==> src/include/fesc_defs.vh <==
// constants for the flash erase/suspend host controller
// Function
// chip erase is six writes: aa@555, 55@2aa, 80@555, aa@555, 55@2aa, 10@555
// device preprograms and verifies array itself; host supplies no timing
// after chip erase the bank returns to array read, addresses unlatched
// during chip erase progress shows on toggle and polling status bits
// commands during chip erase are ignored, suspend included; not suspendable
// hardware reset aborts erase; host reissues sequence after array read
// erase suspend is one write of b0 to the bank, only in sector erase
// suspend takes effect within erase suspend latency, or at once in window
// suspended bank enters suspend-read; unselected sectors readable, programmable
// reads inside erase-suspended sectors return status on the low byte lines
// program in erase suspend reports status normally, returns to suspend-read
// identification query is accepted in erase-suspend-read state
// erase resume is one write of 30 to the bank; repeats ignored
// b0 during programming halts it within program suspend latency
// reads of non-suspended sectors work during program suspend, also nested
// identification query works in program suspend and exits back to it
// program resume writes 30, address ignored; repeats ignored
// after program resume device continues, status bits as normal program
// host enters and exits the one-time area with its own sequences
// polling bit reads 0 while erasing, 1 when done or erase-suspended
`ifndef FESC_DEFS_VH
`define FESC_DEFS_VH
`define FESC_ADDR_UNLOCK1 12'h555
`define FESC_ADDR_UNLOCK2 12'h2aa
`define FESC_DATA_UNLOCK1 16'h00aa
`define FESC_DATA_UNLOCK2 16'h0055
`define FESC_DATA_SETUP 16'h0080
`define FESC_DATA_CHIP_ERASE 16'h0010
`define FESC_DATA_SUSPEND 16'h00b0
`define FESC_DATA_RESUME 16'h0030
`define FESC_POLL_BIT 7
// apb register offsets
`define FESC_REG_CTRL 12'h000
`define FESC_REG_ADDR 12'h004
`define FESC_REG_DATA 12'h008
`define FESC_REG_STATUS 12'h00c
`define FESC_REG_RDATA 12'h010
// command codes in ctrl[2:0]
`define FESC_CMD_CHIP_ERASE 3'h1
`define FESC_CMD_SUSPEND 3'h2
`define FESC_CMD_RESUME 3'h3
`define FESC_CMD_WRITE 3'h4
`define FESC_CMD_READ 3'h5
`define FESC_CMD_POLL 3'h6
// bus cycle timing in pclk cycles
`define FESC_T_SETUP 4'h2
`define FESC_T_PULSE 4'h8
`define FESC_T_HOLD 4'h2
`endif

==> src/verilog/fesc_bus_cycle.v <==
// one flash bus cycle (write or read) with setup, pulse and hold phases
`timescale 1ns/1ps
`default_nettype none
`include "fesc_defs.vh"
module fesc_bus_cycle #(
    parameter AW = 24,
    parameter DW = 16
) (
    input wire pclk,
    input wire presetn,
    input wire cen,
    input wire start,
    input wire is_read,
    input wire [AW-1:0] addr,
    input wire [DW-1:0] wdata,
    output reg busy,
    output reg done,
    output reg [DW-1:0] rdata,
    output reg [AW-1:0] f_addr,
    output reg [DW-1:0] f_dq_out,
    output reg f_dq_oe_n,
    output reg f_ce_n,
    output reg f_we_n,
    output reg f_oe_n,
    input wire [DW-1:0] f_dq_in
);
    localparam P_IDLE = 2'h0;
    localparam P_SETUP = 2'h1;
    localparam P_PULSE = 2'h2;
    localparam P_HOLD = 2'h3;
    reg [1:0] phase;
    reg [3:0] cnt;
    reg rd;
    always @(posedge pclk or negedge presetn) begin
        if (!presetn) begin
            phase <= P_IDLE;
            cnt <= 4'h0;
            rd <= 1'b0;
            busy <= 1'b0;
            done <= 1'b0;
            rdata <= {DW{1'b0}};
            f_addr <= {AW{1'b0}};
            f_dq_out <= {DW{1'b0}};
            f_dq_oe_n <= 1'b1;
            f_ce_n <= 1'b1;
            f_we_n <= 1'b1;
            f_oe_n <= 1'b1;
        end else if (cen) begin
            done <= 1'b0;
            case (phase)
                P_IDLE: begin
                    if (start) begin
                        busy <= 1'b1;
                        rd <= is_read;
                        f_addr <= addr;
                        f_dq_out <= wdata;
                        f_dq_oe_n <= is_read;
                        f_ce_n <= 1'b0;
                        cnt <= `FESC_T_SETUP;
                        phase <= P_SETUP;
                    end
                end
                P_SETUP: begin
                    if (cnt == 4'h1) begin
                        f_we_n <= rd;
                        f_oe_n <= ~rd;
                        cnt <= `FESC_T_PULSE;
                        phase <= P_PULSE;
                    end else begin
                        cnt <= cnt - 4'h1;
                    end
                end
                P_PULSE: begin
                    if (cnt == 4'h1) begin
                        // the device latches write data on this rising edge
                        if (rd) begin
                            rdata <= f_dq_in;
                        end
                        f_we_n <= 1'b1;
                        f_oe_n <= 1'b1;
                        cnt <= `FESC_T_HOLD;
                        phase <= P_HOLD;
                    end else begin
                        cnt <= cnt - 4'h1;
                    end
                end
                P_HOLD: begin
                    if (cnt == 4'h1) begin
                        f_ce_n <= 1'b1;
                        f_dq_oe_n <= 1'b1;
                        busy <= 1'b0;
                        done <= 1'b1;
                        phase <= P_IDLE;
                    end else begin
                        cnt <= cnt - 4'h1;
                    end
                end
                default: begin
                    phase <= P_IDLE;
                end
            endcase
        end
    end
endmodule // fesc_bus_cycle
`default_nettype wire

==> src/verilog/fesc_ctrl.v <==
// apb-driven host sequencer for chip erase, suspend and resume of a nor flash
`timescale 1ns/1ps
`default_nettype none
`include "fesc_defs.vh"
module fesc_ctrl #(
    parameter AW = 24,
    parameter DW = 16
) (
    input wire pclk,
    input wire presetn,
    input wire cen,
    input wire psel,
    input wire penable,
    input wire pwrite,
    input wire [11:0] paddr,
    input wire [31:0] pwdata,
    output reg [31:0] prdata,
    output reg pready,
    output reg pslverr,
    output wire [AW-1:0] f_addr,
    output wire [DW-1:0] f_dq_out,
    output wire f_dq_oe_n,
    input wire [DW-1:0] f_dq_in,
    output wire f_ce_n,
    output wire f_we_n,
    output wire f_oe_n,
    output reg f_reset_n
);
    localparam S_IDLE = 3'h0;
    localparam S_SEQ = 3'h1;
    localparam S_WAIT = 3'h2;
    localparam S_RST = 3'h3;
    reg [2:0] state;
    reg [2:0] step;
    reg [2:0] last_step;
    reg [2:0] cmd;
    reg [AW-1:0] addr_reg;
    reg [DW-1:0] data_reg;
    reg [DW-1:0] rd_reg;
    reg busy_flag;
    reg erase_done;
    reg chip_erasing;
    reg erase_susp;
    reg [3:0] rst_cnt;
    reg start;
    reg is_read;
    reg [AW-1:0] cyc_addr;
    reg [DW-1:0] cyc_data;
    wire cyc_done;
    wire [DW-1:0] cyc_rdata;
    wire acc = psel && penable && !pready;
    wire wr_ctrl = acc && pwrite && paddr == `FESC_REG_CTRL;
    // one step of the six-write chip erase sequence
    reg [11:0] seq_a;
    reg [DW-1:0] seq_d;
    always @* begin
        case (step)
            3'h0: begin
                seq_a = `FESC_ADDR_UNLOCK1;
                seq_d = `FESC_DATA_UNLOCK1;
            end
            3'h1: begin
                seq_a = `FESC_ADDR_UNLOCK2;
                seq_d = `FESC_DATA_UNLOCK2;
            end
            3'h2: begin
                seq_a = `FESC_ADDR_UNLOCK1;
                seq_d = `FESC_DATA_SETUP;
            end
            3'h3: begin
                seq_a = `FESC_ADDR_UNLOCK1;
                seq_d = `FESC_DATA_UNLOCK1;
            end
            3'h4: begin
                seq_a = `FESC_ADDR_UNLOCK2;
                seq_d = `FESC_DATA_UNLOCK2;
            end
            default: begin
                seq_a = `FESC_ADDR_UNLOCK1;
                seq_d = `FESC_DATA_CHIP_ERASE;
            end
        endcase
    end
    always @(posedge pclk or negedge presetn) begin
        if (!presetn) begin
            prdata <= 32'h0;
            pready <= 1'b0;
            pslverr <= 1'b0;
            state <= S_IDLE;
            step <= 3'h0;
            last_step <= 3'h0;
            cmd <= 3'h0;
            addr_reg <= {AW{1'b0}};
            data_reg <= {DW{1'b0}};
            rd_reg <= {DW{1'b0}};
            busy_flag <= 1'b0;
            erase_done <= 1'b0;
            chip_erasing <= 1'b0;
            erase_susp <= 1'b0;
            rst_cnt <= 4'h0;
            start <= 1'b0;
            is_read <= 1'b0;
            cyc_addr <= {AW{1'b0}};
            cyc_data <= {DW{1'b0}};
            f_reset_n <= 1'b0;
        end else if (cen) begin
            pready <= 1'b0;
            pslverr <= 1'b0;
            start <= 1'b0;
            if (acc) begin
                pready <= 1'b1;
                if (pwrite) begin
                    case (paddr)
                        `FESC_REG_CTRL: begin
                            // refused while a sequence is busy; cmd stays
                            // put so a refused write cannot derail it
                            if (!busy_flag) begin
                                cmd <= pwdata[2:0];
                            end
                            pslverr <= busy_flag;
                        end
                        `FESC_REG_ADDR: addr_reg <= pwdata[AW-1:0];
                        `FESC_REG_DATA: data_reg <= pwdata[DW-1:0];
                        `FESC_REG_STATUS: begin
                            // write one to clear; the poll set below is
                            // assigned later, so a same-cycle set wins
                            if (pwdata[1]) begin
                                erase_done <= 1'b0;
                            end
                        end
                        default: pslverr <= 1'b1;
                    endcase
                end else begin
                    case (paddr)
                        `FESC_REG_CTRL: prdata <= {29'h0, cmd};
                        `FESC_REG_ADDR: prdata <= {{(32-AW){1'b0}}, addr_reg};
                        `FESC_REG_DATA: prdata <= {{(32-DW){1'b0}}, data_reg};
                        `FESC_REG_STATUS: prdata <= {28'h0, erase_susp,
                            chip_erasing, erase_done, busy_flag};
                        `FESC_REG_RDATA: prdata <= {{(32-DW){1'b0}}, rd_reg};
                        default: begin
                            prdata <= 32'h0;
                            pslverr <= 1'b1;
                        end
                    endcase
                end
            end
            case (state)
                S_IDLE: begin
                    if (wr_ctrl && pwdata[3] && !busy_flag) begin
                        // reset aborts erase; software reissues the sequence
                        f_reset_n <= 1'b0;
                        rst_cnt <= `FESC_T_PULSE;
                        chip_erasing <= 1'b0;
                        erase_susp <= 1'b0;
                        busy_flag <= 1'b1;
                        state <= S_RST;
                    end else if (wr_ctrl && !busy_flag) begin
                        f_reset_n <= 1'b1;
                        busy_flag <= 1'b1;
                        step <= 3'h0;
                        is_read <= 1'b0;
                        cyc_addr <= addr_reg;
                        cyc_data <= data_reg;
                        last_step <= 3'h0;
                        case (pwdata[2:0])
                            `FESC_CMD_CHIP_ERASE: begin
                                last_step <= 3'h5;
                                erase_done <= 1'b0;
                            end
                            `FESC_CMD_SUSPEND:
                                cyc_data <= `FESC_DATA_SUSPEND;
                            `FESC_CMD_RESUME:
                                cyc_data <= `FESC_DATA_RESUME;
                            // one-time area entry and exit are plain writes
                            `FESC_CMD_WRITE: ;
                            `FESC_CMD_READ: is_read <= 1'b1;
                            `FESC_CMD_POLL: is_read <= 1'b1;
                            default: ;
                        endcase
                        state <= S_SEQ;
                    end else begin
                        f_reset_n <= 1'b1;
                    end
                end
                S_SEQ: begin
                    if (cmd == `FESC_CMD_CHIP_ERASE) begin
                        cyc_addr <= {{(AW-12){1'b0}}, seq_a};
                        cyc_data <= seq_d;
                    end
                    start <= 1'b1;
                    state <= S_WAIT;
                end
                S_WAIT: begin
                    if (cyc_done) begin
                        if (is_read) begin
                            rd_reg <= cyc_rdata;
                        end
                        if (step != last_step) begin
                            step <= step + 3'h1;
                            state <= S_SEQ;
                        end else begin
                            busy_flag <= 1'b0;
                            state <= S_IDLE;
                            case (cmd)
                                `FESC_CMD_CHIP_ERASE: chip_erasing <= 1'b1;
                                // suspend is meaningless during chip erase
                                `FESC_CMD_SUSPEND:
                                    erase_susp <= !chip_erasing;
                                `FESC_CMD_RESUME: erase_susp <= 1'b0;
                                `FESC_CMD_POLL: begin
                                    // polling bit high ends the erase
                                    if (chip_erasing && cyc_rdata[`FESC_POLL_BIT])
                                    begin
                                        chip_erasing <= 1'b0;
                                        erase_done <= 1'b1;
                                    end
                                end
                                default: ;
                            endcase
                        end
                    end
                end
                S_RST: begin
                    if (rst_cnt == 4'h1) begin
                        f_reset_n <= 1'b1;
                        busy_flag <= 1'b0;
                        state <= S_IDLE;
                    end else begin
                        rst_cnt <= rst_cnt - 4'h1;
                    end
                end
                default: state <= S_IDLE;
            endcase
        end
    end
    fesc_bus_cycle #(
        .AW(AW),
        .DW(DW)
    ) u_cycle (
        .pclk(pclk),
        .presetn(presetn),
        .cen(cen),
        .start(start),
        .is_read(is_read),
        .addr(cyc_addr),
        .wdata(cyc_data),
        .busy(),
        .done(cyc_done),
        .rdata(cyc_rdata),
        .f_addr(f_addr),
        .f_dq_out(f_dq_out),
        .f_dq_oe_n(f_dq_oe_n),
        .f_ce_n(f_ce_n),
        .f_we_n(f_we_n),
        .f_oe_n(f_oe_n),
        .f_dq_in(f_dq_in)
    );
endmodule // fesc_ctrl
`default_nettype wire

==> config.mk <==
export PLATFORM = sky130hd
export DESIGN_NAME = fesc_ctrl
export DESIGN_NICKNAME = d
export VERILOG_FILES = /design/src/verilog/fesc_bus_cycle.v /design/src/verilog/fesc_ctrl.v
export VERILOG_INCLUDE_DIRS = /design/src /design/src/include
export SDC_FILE = /design/constraint.sdc
export NUM_CORES = 1
export LEC_CHECK = 0
export ABC_AREA = 1
export ABC_CLOCK_PERIOD_IN_PS = 4800
export BUFFER_PORTS_ARGS = -buffer_cell sky130_fd_sc_hd__clkbuf_2
export CAP_MARGIN = 20
export CORE_ASPECT_RATIO = 0.8
export CORE_MARGIN = 3
export CORE_UTILIZATION = 60
export DETAILED_ROUTE_END_ITERATION = 8
export PLACE_DENSITY = 0.81
export SLEW_MARGIN = 30
export SYNTH_ARGS = -nofsm -noshare
export SYNTH_HDL_FRONTEND = slang
export SYNTH_SLANG_ARGS = --single-unit
==> constraint.sdc <==
create_clock -name pclk -period 4.8 [get_ports pclk]
set_input_delay 0.96 -clock pclk [delete_from_list [all_inputs] [get_ports pclk]]
set_output_delay 0.96 -clock pclk [all_outputs]
set_load 0.01 [all_outputs]
==> flow_metrics.env, run 1 <==
export IMPL_routed_wl_mm=22.9
export IMPL_cts_tree="done"
export IMPL_gp_congestion=0.887
export IMPL_hp_class="reg2reg"
export IMPL_worstPathMaxFanout=41
export IMPL_h_tree_depth=1
export IMPL_wl_per_cell_um=16.7
export IMPL_max_stage_delay_ns=0.70
export IMPL_coreArea_um2=15400
export IMPL_overflow=0
export IMPL_drive_gt1_frac=0.225
export IMPL_cp_end_kind="flip-flop"
export IMPL_grt_usage=0.264
export IMPL_synth_area_leader_cell="dfrtp_1"
export IMPL_cts_resized=0
export IMPL_path_clk_slew_ns=0.06
export IMPL_cts_setup_buffers=0
export IMPL_grt_max_degree=107
export IMPL_r2r_slack_ns=1.54
export IMPL_layout_nets=1228
export IMPL_cp_arrival_ns=3.62
export IMPL_ys_types=44
export IMPL_rsz0062_at_grt="no"
export IMPL_crit_type="reg2reg"
export IMPL_async_flop_share=1.00
export IMPL_internal_power_mw=3.03
export IMPL_synth_top_cell_area_share=0.537
export IMPL_multi_input_area_um2=3740
export IMPL_worst_path_max_delay_cell="nand3_2"
export IMPL_p_leak_nw=5.98
export IMPL_slew_limit_headroom=0.415
export IMPL_hold_viol_final=0
export IMPL_ir_drop_v=0.000288
export IMPL_ctsHoldBuffers=0
export IMPL_clock_sinks=210
export IMPL_power_density_nw_per_um2=359
export IMPL_status="finished clean"
export IMPL_antenna_found_initial=1
export IMPL_grt_pass1_wl_mm=37.7
export IMPL_critPathLaunchType="flip-flop"
export IMPL_worstSkewPairLatency_ns=0.49
export IMPL_switching_power_uw=957
export IMPL_maxCapViolCount=0
export IMPL_syn_to_final_growth_pct=15.7
export IMPL_path_buf_inv=3
export IMPL_register_area_um2=5260
export IMPL_critPathTopFamily="simple AND/OR/NAND/NOR gates"
export IMPL_dieArea_um2=17600
export IMPL_synth_seq_area_share=0.548
export IMPL_crit_chain="inv_1 -> ha_1 -> inv_1 -> a21oi_2 -> buf_4 -> nand3_2 -> nand2_1 -> nand2_1"
export IMPL_hpwl_mm=16.2
export IMPL_swShare=0.240
export IMPL_vias=7706
export IMPL_setup_tns_ns=0
export IMPL_clock_power_share=0.426
export IMPL_worstMarginPinSlew_ns=0.877
export IMPL_drt_iter0_markers=788
export IMPL_drtAntennaViolNets=0
export IMPL_synth_edf_count=0
export IMPL_power_frac_seq=0.472
export IMPL_synth_area_leaders="dfrtp_1 (54%), nand2_1 (10%), mux2_2 (6.6%)"
export IMPL_synthFlopType="dfrtp_1"
export IMPL_die_h_um=119
export IMPL_setup_viol_count_final=0
export IMPL_cts_buffers=21
export IMPL_yosysWarnings=0
export IMPL_drt_pass1_iter_count=6
export IMPL_grt_pass1_vias=7262
export IMPL_drcViolationCount=0
export IMPL_stdcell_area_um2=11100
export IMPL_syn_avg_cell_area_um2=9.37
export IMPL_fin_crit_ns=3.26
export IMPL_io_buffers=128
export IMPL_netlist_instances=1025
export IMPL_via_per_inst=5.63
export IMPL_max_freq_mhz=307
export IMPL_netlist_area_um2=9610
export IMPL_die_x_um=147
export IMPL_period_share=0.678
export IMPL_drv_slew=0
export IMPL_required_ns=5.16
export IMPL_initial_core_util=0.625
export IMPL_clock_skew_ns=0.0113
export IMPL_clockRootBuffer="clkbuf_16"
export IMPL_yosys_register_bits=210
export IMPL_ios=145
export IMPL_std_cell_rows=40
export IMPL_combPwrFrac=0.101
export IMPL_dpl_instance_area_um2=10400
export IMPL_clockBufferDepth=3
export IMPL_nFillCells=1131
Yosys cell counts (9+ instances only):
cell	count
dfrtp_1	206
buf_4	9
mux2_2	56
nor2_1	42
nand4_1	49
ha_1	17
inv_1	107
nand3_1	44
o21ai_0	92
nand2_1	268
o211ai_1	9
clkbuf_1	23
buf_2	14
a21oi_1	12
power by group through the flow:
stage / sequential (mW) / combinational [mW] / clock, mW
floorplan: 1.92 / 0.232 / 0
finish: 1.88 / 0.405 / 1.70
global placement: 1.91 / 0.370 / 0
detailed placement: 1.91 / 0.396 / 0
global route: 1.89 / 0.458 / 1.80
CTS: 1.88 / 0.403 / 1.72
layout by cell type, fill, tap and decap left out, drive strengths merged, types with 13 or more instances in the layout:
master and instances:
o21ai 96, nor2 48, clkbuf 158, nand4 50
nand2 271, dfrtp 206, mux2 64, nand3 45
a21oi 13, inv 112, ha 17
final timing paths:
check                             start                   to  cells after the start
min in group asynchronous       presetn  u_cycle.f_dq_out[5]                      1
max                            state[1]          cyc_addr[8]                      8
max in group asynchronous       presetn    u_cycle.f_dq_oe_n                      2
min                        cyc_data[13]         cyc_data[13]                      2
max reg2reg                    state[1]          cyc_addr[8]                      8
min reg2reg                cyc_data[13]         cyc_data[13]                      2
routing by layer:
| layer | wire length (µm) | GRT usage |
|---|---|---|
| met1 | 10400 | 0.414 |
| met2 | 10100 | 0.388 |
| met3 | 1990 | 0.0517 |
| met4 | 354 | 0.0530 |
| met5 | 0 | 0 |
final cells by class:
cell class              instances  area share
multi-input cells             662       0.336
flip-flops and latches        210       0.473
repair buffers                137      0.0645
well taps                     210      0.0236
inverters                     113      0.0382
clock inverters                 6      0.0117
clock buffers                  30      0.0521
diodes                          1    0.000225
worst register-to-register path: cells and delay by family, from the launching register on:
family / cells / cell delay [ns]
fa+ha+maj: 1 / 0.38
buf+inv: 3 / 1.00
simple gates: 3 / 1.06
flops: 1 / 0.41
compound gates: 1 / 0.28
logic make-up (layout without fill, tap and decap cells):
family,count (synthesis),in the layout,share of synthesized area
XOR/XNOR,3,3,0.00274
adder cells (fa/ha/maj),17,17,0.0221
AND/OR/NAND/NOR,431,431,0.199
buffers and inverters,160,286,0.0686
other,1,9,0.000390
AO/OA/AOI/OAI,139,139,0.0818
flip-flops,210,210,0.548
multiplexers,64,64,0.0781
metrics by stage:
step                      hold WS (ns)  power [mW]  setup slack (ns)  utilization  instances
final                            0.469        3.99              1.54        0.723       1369
after global routing             0.496        4.15              1.25        0.723       1369
after CTS                        0.469        4.00              1.55        0.723       1368
after detailed placement         0.455        2.31              1.55        0.677       1332
after global placement           0.445        2.28              1.63        0.676       1331
after floorplan                  0.423        2.15              2.56            -       1032
Power figures use the tool's default switching activity.
==> inputs of run 2 (changes only) <==
--- a/config.mk
+++ b/config.mk
@@ -6,15 +6,15 @@
 export SDC_FILE = /design/constraint.sdc
 export NUM_CORES = 1
 export LEC_CHECK = 0
-export ABC_AREA = 1
-export ABC_CLOCK_PERIOD_IN_PS = 4800
+export ABC_AREA = 0
+export ABC_CLOCK_PERIOD_IN_PS = 2900
 export BUFFER_PORTS_ARGS = -buffer_cell sky130_fd_sc_hd__clkbuf_2
 export CAP_MARGIN = 20
 export CORE_ASPECT_RATIO = 0.8
 export CORE_MARGIN = 3
-export CORE_UTILIZATION = 60
+export CORE_UTILIZATION = 51
 export DETAILED_ROUTE_END_ITERATION = 8
-export PLACE_DENSITY = 0.81
+export PLACE_DENSITY = 0.74
 export SLEW_MARGIN = 30
 export SYNTH_ARGS = -nofsm -noshare
 export SYNTH_HDL_FRONTEND = slang
==> constraint.sdc (replaced) <==
create_clock -name pclk -period 2.9 [get_ports pclk]
set_input_delay 0.58 -clock pclk [delete_from_list [all_inputs] [get_ports pclk]]
set_output_delay 0.58 -clock pclk [all_outputs]
set_load 0.01 [all_outputs]
==> flow_metrics.env, run 2 <==
export IMPL_hp_class="in2async"
export IMPL_dieArea_um2=20200
export IMPL_routed_wl_mm=22.9
export IMPL_diodes=0
export IMPL_worstPathMaxFanout=13
export IMPL_drtAntennaViolNets=0
export IMPL_wl_per_cell_um=20.0
export IMPL_cts_buffers=22
export IMPL_io_buffers=128
export IMPL_h_tree_depth=1
export IMPL_grt_pass1_vias=6703
export IMPL_dp_cells=1107
export IMPL_cp_arrival_ns=2.83
export IMPL_yosysMostFrequentCell="dfrtp_1"
export IMPL_synth_area_leader_cell="dfrtp_1"
export IMPL_antenna_found_initial=0
export IMPL_cts_setup_buffers=0
export IMPL_grt_max_degree=69
export IMPL_register_area_um2=5260
export IMPL_nFillCells=1417
export IMPL_ctsHoldBuffers=0
export IMPL_clockRootBuffer="clkbuf_16"
export IMPL_die_h_um=128
export IMPL_reg2reg_from="state[0]"
export IMPL_synth_seq_area_share=0.558
export IMPL_die_x_um=158
export IMPL_stdcell_area_um2=11100
export IMPL_synth_area_leaders="dfrtp_1 (55%), mux2_2 (13%), mux2_4 (3.2%)"
export IMPL_r2r_slack_ns=0.50
export IMPL_max_freq_mhz=417
export IMPL_path_clk_slew_ns=0.07
export IMPL_cts_resized=0
export IMPL_whs_ns=0.0723
export IMPL_synthFlopType="dfrtp_1"
export IMPL_initial_core_util=0.531
export IMPL_drt_pass1_iter_count=8
export IMPL_synth_edf_count=0
export IMPL_setup_ws_ns=0.501
export IMPL_p_leak_nw=5.66
export IMPL_via_per_inst=5.95
export IMPL_rsz0062_at_grt="no"
export IMPL_netlist_area_um2=9430
export IMPL_crit_type="reg2reg"
export IMPL_syn_avg_cell_area_um2=12.3
export IMPL_required_ns=3.33
export IMPL_vias=6812
export IMPL_dpl_instance_area_um2=10400
export IMPL_period_share=0.827
export IMPL_status="finished clean"
export IMPL_std_cell_rows=43
export IMPL_drv_slew=0
export IMPL_multi_input_area_um2=3870
export IMPL_ir_drop_v=0.000377
export IMPL_cp_end_kind="flip-flop"
export IMPL_yosys_register_bits=210
export IMPL_gp_congestion=0.898
export IMPL_grt_pass1_wl_mm=36.7
export IMPL_clockBufferDepth=3
export IMPL_drt_iter0_markers=443
export IMPL_clock_skew_ns=0.0115
export IMPL_power_density_nw_per_um2=587
export IMPL_worstMarginPinSlew_ns=0.665
export IMPL_drcViolationCount=0
export IMPL_coreArea_um2=17800
export IMPL_layout_nets=989
export IMPL_syn_to_final_growth_pct=17.8
export IMPL_netlist_instances=766
export IMPL_drive_gt1_frac=0.371
export IMPL_synth_top_cell_area_share=0.547
export IMPL_critPathLaunchType="flip-flop"
export IMPL_setup_tns_ns=0
export IMPL_worstSkewPairLatency_ns=0.50
export IMPL_hold_viol_final=0
export IMPL_clock_sinks=210
export IMPL_place_ws_ns=0.400
export IMPL_async_flop_share=1.00
export IMPL_maxCapViolCount=0
export IMPL_final_cells=1145
export IMPL_cts_tree="done"
export IMPL_r2r_end="cyc_addr[15]"
export IMPL_layout_commonest_cell="dfrtp_1"
export IMPL_ys_types=68
export IMPL_fin_crit_ns=2.40
export IMPL_yosysWarnings=0
export IMPL_ios=145
export IMPL_grt_usage=0.229
export IMPL_hpwl_mm=15.9
export IMPL_setup_viol_count_final=0
export IMPL_slew_limit_headroom=0.557
export IMPL_netlist_top_cells_count="dfrtp_1 (206), mux2_2 (107), a21oi_1 (59), nand2_1 (53), o21ai_0 (28)"
export IMPL_reg2regPathDepth=7
export IMPL_overflow=0
export IMPL_layout_common_cells="dfrtp_1 (206), clkbuf_2 (127), mux2_2 (107), a21oi_1 (59), nand2_1 (53)"
run 2: cell count changes after synthesis, moves of 7 or more:
cell / before / now
a21oi_1: 12 / 59
a222oi_1: 0 / 12
a22o_1: 1 / 25
inv_1: 107 / 21
mux2_2: 56 / 107
mux2_4: 8 / 20
nand2_1: 268 / 53
nand2b_1: 0 / 7
nand3_1: 44 / 19
nand4_1: 49 / 5
nor2_1: 42 / 25
o21ai_0: 92 / 28
run 2: per-stage QoR:
step | utilization | total power [mW]
6_report | 0.625 | 6.51
5_1_grt | 0.625 | 6.79
4_1_cts | 0.625 | 6.58
3_5_place_dp | 0.585 | 3.81
3_3_place_gp | 0.585 | 3.78
2_1_floorplan | - | 3.56
run 2: layout make-up:
type,count,area share
clock inverter,6,0.00383
multi-input combinational,493,0.348
timing repair buffer,156,0.0797
tap,225,0.0254
clock buffer,32,0.0612
inverter,23,0.00778
sequential,210,0.474
run 2: cells by family (layout without fill, tap and decap cells):
logic type | after synthesis | in the layout | synth area share
DFF | 210 | 210 | 0.558
xor gates and xnor gates | 2 | 2 | 0.00186
other | 1 | 8 | 0.000398
adders and majority gates | 17 | 17 | 0.0226
AOI/OAI and AO/OA | 169 | 169 | 0.121
and+or+nand+nor | 165 | 165 | 0.0949
buffers and inverters | 70 | 217 | 0.0361
muxes | 132 | 132 | 0.165
run 2: metal layers:
metal  global-route usage  part of all wire  up-vias
met5                    0                 0        -
met3               0.0464             0.077       31
met2                0.343              0.44      258
met4               0.0465             0.019        0
li1                     -                 -     3081
met1                0.349              0.46     3442
run 2: report_power, final:
part           total (mW)  switching (mW)  internal [mW]
Clock                2.76            1.13           1.63
Combinational       0.652           0.388          0.264
Sequential           3.10          0.0790           3.02
Total                6.51            1.60           4.91
run 2: critical path, stage by stage (launching register included):
cell and delay, ns:
dfrtp_1 0.45, inv_1 0.12, ha_1 0.37, inv_1 0.20, or4_4 0.62, nor4_4 0.14, buf_4 0.26, a22o_1 0.16
run 2: how the worst max path moves through the flow:
stage | from | to | depth (start not counted)
after CTS | state[0] | cyc_addr[15] | 7
final | state[0] | cyc_addr[15] | 7
after global placement | paddr[1] | cyc_addr[18] | 7
after global routing | state[0] | cyc_addr[15] | 7
after floorplan | paddr[7] | last_step[0] | 5
after detailed placement | paddr[7] | last_step[0] | 6
